### config.mk
export PLATFORM = sky130hd
export DESIGN_NAME = pdl_top
export DESIGN_NICKNAME = d
export VERILOG_FILES = /design/src/pdl_group.v /design/src/pdl_top.v
export VERILOG_INCLUDE_DIRS = /design/src
export SDC_FILE = /design/constraint.sdc
export NUM_CORES = 1
export LEC_CHECK = 0
export ABC_AREA = 1
export BUFFER_PORTS_ARGS = -buffer_cell sky130_fd_sc_hd__buf_2
export CORE_ASPECT_RATIO = 1.5
export CORE_MARGIN = 2
export CORE_UTILIZATION = 54
export CTS_BUF_LIST = sky130_fd_sc_hd__clkbuf_8
export DETAILED_ROUTE_END_ITERATION = 7
export PLACE_DENSITY = 0.81
export SLEW_MARGIN = 20
export SYNTH_ARGS = -nofsm -noshare
export SYNTH_HDL_FRONTEND = slang
export SYNTH_HIERARCHICAL = 1
export SYNTH_SLANG_ARGS = --single-unit
### constraint.sdc
create_clock -name core_clk -period 2.4 [get_ports core_clk]
set_input_delay 0.24 -clock core_clk [delete_from_list [all_inputs] [get_ports core_clk]]
set_output_delay 0.24 -clock core_clk [all_outputs]
set_load 0.05 [all_outputs]
### src/pdl_defs.vh
`ifndef PDL_DEFS_VH
`define PDL_DEFS_VH
// register index map, one 8-bit register per address
`define PDL_ADDR_W 4
`define PDL_OFF_ENABLE_HIGH 4'h0
`define PDL_OFF_ENABLE_LOW 4'h1
`define PDL_OFF_LEVEL_HIGH 4'h2
`define PDL_OFF_LEVEL_LOW 4'h3
`define PDL_OFF_STAGED_HIGH 4'h4
`define PDL_OFF_STAGED_LOW 4'h5
`define PDL_OFF_TRIG_SELECT 4'h6
// trigger select field: two bits per group, group g at bits 2g+1:2g
`define PDL_TRIG_SEL_W 2
`define PDL_NUM_TRIG 4
`define PDL_NUM_GROUPS 4
`define PDL_GROUP_W 4
// reset values
`define PDL_RST_ENABLE 8'h00
`define PDL_RST_LEVEL 8'h00
`define PDL_RST_GROUP_LEVEL 4'h0
`define PDL_RST_STAGED 8'h00
`define PDL_RST_TRIG_SELECT 8'h00
`define PDL_UNMAPPED_READ 8'h00
`define PDL_RST_RDATA 8'h00
`endif

### src/pdl_group.v
`include "pdl_defs.vh"
// one four-bit output group: picks its trigger and updates enabled bits
module pdl_group (
  input wire core_clk,
  input wire rst,
  input wire [3:0] trig_pulse,
  input wire [1:0] trig_sel,
  input wire [3:0] enable,
  input wire [3:0] staged,
  input wire [3:0] cpu_wr_mask,
  input wire [3:0] cpu_wr_data,
  output wire [3:0] level
);
  reg [3:0] level_q;
  reg [3:0] level_d;
  wire fire;

  // selected trigger pulse for this group
  assign fire = trig_pulse[trig_sel];

  // trigger copies staged data for enabled bits; cpu writes only unenabled bits
  always @* begin
    level_d = level_q;
    if (fire) begin
      level_d = (level_q & ~enable) | (staged & enable); // [RL2] [RL3]
    end
    // enabled bits are locked against cpu writes, so no conflict with the trigger
    level_d = (level_d & ~(cpu_wr_mask & ~enable)) |
              (cpu_wr_data & cpu_wr_mask & ~enable); // [RL5] [RL6]
  end

  always @(posedge core_clk) begin
    if (rst) begin
      level_q <= `PDL_RST_GROUP_LEVEL;
    end else begin
      level_q <= level_d;
    end
  end

  assign level = level_q;
endmodule

### src/pdl_top.v
// How it works
// (RL1) sixteen enable bits, high byte outputs 15..8, low byte 7..0
// (RL2) enabled bit takes staged bit when its selected trigger fires
// (RL3) disabled bit keeps its level on a trigger
// (RL4) sixteen-bit output level register in high and low bytes
// (RL5) cpu writes cannot change enabled output level bits; reads show them
// (RL6) cpu may write output level bits whose enable is clear
// (RL7) enable bits read/write individually and reset to zero
// (RL8) each group's trigger chosen by the trigger select register
// (RL9) outputs form four groups of four bits, each independent
// (RL10) output level bits drive the pulse pins directly
`include "pdl_defs.vh"
module pdl_top (
  input wire core_clk,
  input wire rst,
  input wire [3:0] reg_addr,
  input wire [7:0] reg_wdata,
  input wire reg_wr,
  input wire reg_rd,
  output wire [7:0] reg_rdata,
  input wire [3:0] trig_pulse,
  output wire [15:0] pulse_out
);
  // byte registers as software sees them
  reg [7:0] next_enable_high_q;
  reg [7:0] next_enable_low_q;
  reg [7:0] staged_level_high_q;
  reg [7:0] staged_level_low_q;
  reg [7:0] trig_select_q;

  // their next values
  wire [7:0] next_enable_high_d;
  wire [7:0] next_enable_low_d;
  wire [7:0] staged_level_high_d;
  wire [7:0] staged_level_low_d;
  wire [7:0] trig_select_d;

  // read data flop and its next value
  reg [7:0] rdata_q;
  reg [7:0] rdata_d;

  // sixteen-bit views handed to the four groups
  wire [15:0] pulse_bit_enable;
  wire [15:0] staged_level;
  wire [15:0] level;

  // cpu side of the output level register
  wire [15:0] cpu_wr_mask;
  wire [15:0] cpu_wr_data;

  // one decoded write strobe per register
  wire wr_enable_high;
  wire wr_enable_low;
  wire wr_level_high;
  wire wr_level_low;
  wire wr_staged_high;
  wire wr_staged_low;
  wire wr_trig_select;

  // write decode shared by registers and the level write mask
  function wr_hit;
    input [3:0] addr;
    input [3:0] off;
    input wr;
    begin
      wr_hit = wr && (addr == off);
    end
  endfunction

  // picks one byte of a sixteen-bit view for the read mux
  function [7:0] byte_pick;
    input [15:0] value;
    input high;
    begin
      byte_pick = high ? value[15:8] : value[7:0];
    end
  endfunction

  // next value of a plain read/write byte register
  function [7:0] byte_next;
    input [7:0] cur;
    input hit;
    input [7:0] wdata;
    begin
      byte_next = hit ? wdata : cur;
    end
  endfunction

  // write strobes; an unmapped index hits none, so such writes vanish
  assign wr_enable_high = wr_hit(reg_addr, `PDL_OFF_ENABLE_HIGH, reg_wr);
  assign wr_enable_low = wr_hit(reg_addr, `PDL_OFF_ENABLE_LOW, reg_wr);
  assign wr_level_high = wr_hit(reg_addr, `PDL_OFF_LEVEL_HIGH, reg_wr);
  assign wr_level_low = wr_hit(reg_addr, `PDL_OFF_LEVEL_LOW, reg_wr);
  assign wr_staged_high = wr_hit(reg_addr, `PDL_OFF_STAGED_HIGH, reg_wr);
  assign wr_staged_low = wr_hit(reg_addr, `PDL_OFF_STAGED_LOW, reg_wr);
  assign wr_trig_select = wr_hit(reg_addr, `PDL_OFF_TRIG_SELECT, reg_wr);

  // next values: a byte changes only on its own write strobe
  assign next_enable_high_d = byte_next(next_enable_high_q, wr_enable_high, reg_wdata);
  assign next_enable_low_d = byte_next(next_enable_low_q, wr_enable_low, reg_wdata);
  assign staged_level_high_d = byte_next(staged_level_high_q, wr_staged_high, reg_wdata);
  assign staged_level_low_d = byte_next(staged_level_low_q, wr_staged_low, reg_wdata);
  assign trig_select_d = byte_next(trig_select_q, wr_trig_select, reg_wdata); // [RL8]

  // enable byte for outputs 15..8; every bit reads back as written
  always @(posedge core_clk) begin
    if (rst) begin
      next_enable_high_q <= `PDL_RST_ENABLE; // [RL7]
    end else begin
      next_enable_high_q <= next_enable_high_d; // [RL1] [RL7]
    end
  end

  // enable byte for outputs 7..0
  always @(posedge core_clk) begin
    if (rst) begin
      next_enable_low_q <= `PDL_RST_ENABLE; // [RL7]
    end else begin
      next_enable_low_q <= next_enable_low_d; // [RL1] [RL7]
    end
  end

  // staged byte for outputs 15..8; only enabled bits ever use it
  always @(posedge core_clk) begin
    if (rst) begin
      staged_level_high_q <= `PDL_RST_STAGED;
    end else begin
      staged_level_high_q <= staged_level_high_d;
    end
  end

  // staged byte for outputs 7..0
  always @(posedge core_clk) begin
    if (rst) begin
      staged_level_low_q <= `PDL_RST_STAGED;
    end else begin
      staged_level_low_q <= staged_level_low_d;
    end
  end

  // trigger choice, two bits per group
  always @(posedge core_clk) begin
    if (rst) begin
      trig_select_q <= `PDL_RST_TRIG_SELECT;
    end else begin
      trig_select_q <= trig_select_d; // [RL8]
    end
  end

  // sixteen-bit views; high byte first so bit i belongs to output i
  assign pulse_bit_enable = {next_enable_high_q, next_enable_low_q}; // [RL1]
  assign staged_level = {staged_level_high_q, staged_level_low_q};

  // byte-wide write mask into the output level register; the groups
  // drop the enabled bits from it, which makes those bits read-only
  assign cpu_wr_mask = {{8{wr_level_high}}, {8{wr_level_low}}};
  assign cpu_wr_data = {reg_wdata, reg_wdata};

  // four independent groups, each with its own trigger choice
  genvar g;
  generate
    for (g = 0; g < `PDL_NUM_GROUPS; g = g + 1) begin : grp
      pdl_group u_group ( // [RL9] [RL4]
        .core_clk(core_clk),
        .rst(rst),
        .trig_pulse(trig_pulse),
        .trig_sel(trig_select_q[2*g+1:2*g]), // [RL8]
        .enable(pulse_bit_enable[4*g+3:4*g]),
        .staged(staged_level[4*g+3:4*g]),
        .cpu_wr_mask(cpu_wr_mask[4*g+3:4*g]),
        .cpu_wr_data(cpu_wr_data[4*g+3:4*g]),
        .level(level[4*g+3:4*g])
      );
    end
  endgenerate

  // pins come straight from the level flops, no extra stage
  assign pulse_out = level; // [RL10]

  // read mux, data registered for the following cycle
  always @* begin
    case (reg_addr)
      `PDL_OFF_ENABLE_HIGH: begin
        rdata_d = next_enable_high_q; // [RL7]
      end
      `PDL_OFF_ENABLE_LOW: begin
        rdata_d = next_enable_low_q; // [RL7]
      end
      `PDL_OFF_LEVEL_HIGH: begin
        rdata_d = byte_pick(level, 1'b1); // [RL5]
      end
      `PDL_OFF_LEVEL_LOW: begin
        rdata_d = byte_pick(level, 1'b0); // [RL5]
      end
      `PDL_OFF_STAGED_HIGH: begin
        rdata_d = staged_level_high_q;
      end
      `PDL_OFF_STAGED_LOW: begin
        rdata_d = staged_level_low_q;
      end
      `PDL_OFF_TRIG_SELECT: begin
        rdata_d = trig_select_q;
      end
      default: begin
        rdata_d = `PDL_UNMAPPED_READ;
      end
    endcase
  end

  // read data stands only in the cycle after the strobe; zero otherwise,
  // so a stale byte never lingers on the bus
  always @(posedge core_clk) begin
    if (rst) begin
      rdata_q <= `PDL_RST_RDATA;
    end else if (reg_rd) begin
      rdata_q <= rdata_d;
    end else begin
      rdata_q <= `PDL_RST_RDATA;
    end
  end

  assign reg_rdata = rdata_q;
endmodule

==> out/summary.md <==
The fraction of layout cells with a size suffix above 1 is 0.179. In this run the clock root is driven by a clkbuf_8. After detailed routing, the number of remaining DRC violations is 0. The tools report the end point of the worst hold path as trig_select_q[4]$_SDFFE_PP0P_.

The logs give 6170 sq um for the placeable core region and 0.683 for the worst-case headroom to the max-slew limit. The run gives 0 as the number of gates resized after cts. Setup repair after global routing left no endpoint under its margin. The global-route wire length before repair was 15.0 mm; the via count of the first global-routing pass was 3202. The share of the cycle needed by the critical path after routing is 0.539. The worst setup path is captured at a flop. For the number of nets in the finished design, the log shows 574. Clock-pin slew was measured on the worst setup and hold paths at 70 ps. After legalization and detailed placement, the total HPWL measured 6.70 mm. The routed layout has 3520 vias.

Setup violations remaining at the end of the flow were counted as 0. The simple-gate portion of the synthesized area was 0.393. The most common library cell in the layout ignoring fill and taps is nand2_1. In this run, the number of DRC markers left after iteration 0 of detailed routing was 352. The tools report the startpoint of the worst hold path as reg_wdata[4]. The die is 102 microns tall. From synthesis to final layout, the design area changed by 12.6%. In this run the critical register-to-register path is captured at grp[2].u_group/level[0]$_SDFF_PP0_. The run gives 7100 sq um as the area of the die.

The top cell types in the final layout, fill and taps aside, are 113 x nand2_1, 80 x nand3_1, 72 x a21oi_1. The highest attainable clock frequency came out at 0.773 GHz. After clock tree synthesis, the setup repair step added 0 buffers. The run gives 6 as the number of warnings printed during yosys synthesis. The number of buffers added to fix hold violations after cts came out at 0. The tools report the initial antenna violation count as 0. The tools report the starting utilization of the core area as 0.562. The placed instances occupy a cell area of 3740 sq um. The largest family of logic cells by synthesized area was simple AND/OR/NAND/NOR gates. The total global routing track utilization came out at 0.272. The H-tree level count is 3. Xor and xnor fraction of the mapped netlist area: 0. The detail route stage leaves a number of antenna-violating nets equal to 0. For this run, the detailed router's first-pass iteration total came to 5. Netlist area before placement: 3470 sq um. TritonCTS built the clock tree. Excluding fillers, the count of instances in the completed layout stands at 633. Counting the buffers created by CTS gives 9. After detailed placement, the design holds a cell count of 617. The share of synthesized area spent on multiplexers works out to 0.

IR analysis of the VDD net gives a maximum drop of 0.000549 V. The worst clock skew was 7.17 ps. The floorplan step set the die width to 69.4 microns. The run gives 0 ps as the setup TNS after final layout.

For flop-to-flop paths, the worst setup slack is 1250 ps. The sequential-to-total area share from yosys stat is 0.369, and the synthesis-stage register bit count is 64. The run finished with clean final reports. In this run the critical register-to-register path is launched from trig_select_q[4]$_SDFFE_PP0P_.

The logs give 0 for the total grt overflow and 509 for the gate count after technology mapping. The maximum number of pins on one net before global-route repair is 32. For the required time at the endpoint of the critical path, the log shows 2610 ps.

Leakage component of the power: 1.61 nW. For the worst setup path, the data arrival time is 1500 ps. Area of all placed cells without fillers: 3910 sq um.

Dividing the detail-routed via count by the number of cells gives 5.56. The run gives 0 as the final count of hold timing violations. The worst path in the final design needs a cycle of 1290 ps, including I/O delays and setup. The class of the tightest hold or removal check is primary input to flop. Port buffering added 43 buffers. The run gives 0 as the final number of max-transition violations. Overall power consumption after layout is estimated at 0.00216 W.

The average wire length per cell after detail routing was 14.6 microns. The routability-driven placement congestion ratio came out at 0.936. The final layout contains routed wiring with a total length of 9.26 mm. For the fill cell total of the finished layout, the log shows 546.

The depth of the worst hold-timing path is 3. The run gives 529 as the number of nets produced by synthesis. During I/O placement, the number of pins put on the boundary was 44. The max-capacitance violation count is 0, and the highest net fanout along the worst path is 28. A synthesized cell averages 6.82 sq um.

The tools report the fraction of the core area covered by cells at the end of the flow as 0.633. Critical setup path kind: primary input to flop. The initialized floorplan defines 35 standard-cell rows. The transition time at the pin with the least slew margin was 474 ps. The total power divided by cell area was 552 nW/um^2. The unique cell type count in the Yosys netlist is 21, and the number of antenna diodes is 0. The tools report the clock sink count as 64.

STA classifies the critical path startpoint as a primary input. The compound-cell area share of the yosys netlist is 0.140. For the worst-skew pair, the clock arrives at the later sink with an insertion delay of 330 ps. The run gives 2 as the maximum clock path buffer count. The adder-cell share of the synthesized area was 0; the number of cells on the worst reg-to-reg path was 7.
## cell type report
cell class	count	area, sq um	area share
Sequential cell	64	1280	0.328
Timing Repair Buffer	49	260	0.0666
Clock inverter	6	27.5	0.00705
Multi-Input combinational cell	364	1860	0.476
Tap cell	74	92.6	0.0237
Clock buffer	10	138	0.0352
Inverter	66	249	0.0637
## per-stage QoR
| stage | hold WS [ps] | worst slack, ps |
|---|---|---|
| detailed placement | 463 | 814 |
| finish | 241 | 1110 |
| floorplan | 382 | 314 |
| global placement | 451 | 844 |
| global route | 235 | 979 |
| CTS | 220 | 1130 |
## where the power goes
group	internal (W)	switching, W	total, W	leakage, nW
clock	0.000388	0.000396	0.000784	0.0982
sequential	0.00109	0.0000237	0.00111	0.518
combinational	0.0000703	0.000193	0.000263	0.994
total	0.00154	0.000613	0.00216	1.61
## sequential cells by signal (all words and copies together) (netlist names)
| signal | flops |
|---|---|
| staged_level_high_q | 8 |
| next_enable_low_q | 8 |
| staged_level_low_q | 8 |
| grp.u_group/level | 16 |
| next_enable_high_q | 8 |
| trig_select_q | 8 |
| reg_rdata | 8 |
## routing by layer
metal / vias to the layer above / wire, microns / GRT usage
met4: 0 / 303 / 0.152
met1: 1573 / 3830 / 0.325
met2: 171 / 4470 / 0.456
li1: 1751 / - / -
met3: 25 / 651 / 0.0572
met5: - / 0 / 0
## synth_stat cells
| master | count | area (sq um) |
|---|---|---|
| nor4_1 | 1 | 6.26 |
| nand3_4 | 10 | 175 |
| inv_1 | 62 | 233 |
| nand2_2 | 9 | 56.3 |
| buf_6 | 3 | 33.8 |
| inv_2 | 3 | 11.3 |
| dfxtp_1 | 64 | 1280 |
| buf_4 | 1 | 7.51 |
| nand2_4 | 5 | 56.3 |
| buf_2 | 6 | 30.0 |
| o21ai_0 | 23 | 115 |
| nand3_2 | 2 | 20.0 |
| clkinv_2 | 1 | 5.00 |
| a21oi_1 | 72 | 360 |
| nor2_4 | 5 | 56.3 |
| clkbuf_1 | 5 | 18.8 |
| nand3_1 | 80 | 400 |
| nand2_1 | 113 | 424 |
| o21ai_1 | 2 | 10.0 |
| nor2_1 | 33 | 124 |
| nor3_1 | 9 | 45.0 |
## cells by family (layout without fill, tap and decap cells)
family,Yosys count,in the layout
buffers and inverters,81,131
AO/OA/AOI/OAI,97,97
flip-flops,64,64
AND/OR/NAND/NOR,267,267
## critical path, stage by stage
cell and delay [ps]:
buf_2 110, nor2_2 170, buf_4 350, nand3_2 310
o21ai_0 260, a21oi_1 60
## worst max-delay path by stage
stage | start | endpoint | slack [ps] | cells after the start
final | reg_addr[2] | next_enable_low_q[0]$_SDFFE_PP0P_ | 1110 | 6
after global routing | reg_addr[3] | next_enable_low_q[5]$_SDFFE_PP0P_ | 980 | 6
after CTS | grp[2].u_group/level[0]$_SDFF_PP0_ | pulse_out[8] | 1130 | 1
after detailed placement | reg_addr[2] | next_enable_low_q[5]$_SDFFE_PP0P_ | 810 | 6
after global placement | reg_addr[2] | next_enable_low_q[5]$_SDFFE_PP0P_ | 840 | 6
after floorplan | reg_addr[2] | grp[0].u_group/level[0]$_SDFF_PP0_ | 310 | 9
No activity file was read; power rests on OpenSTA's default activity.
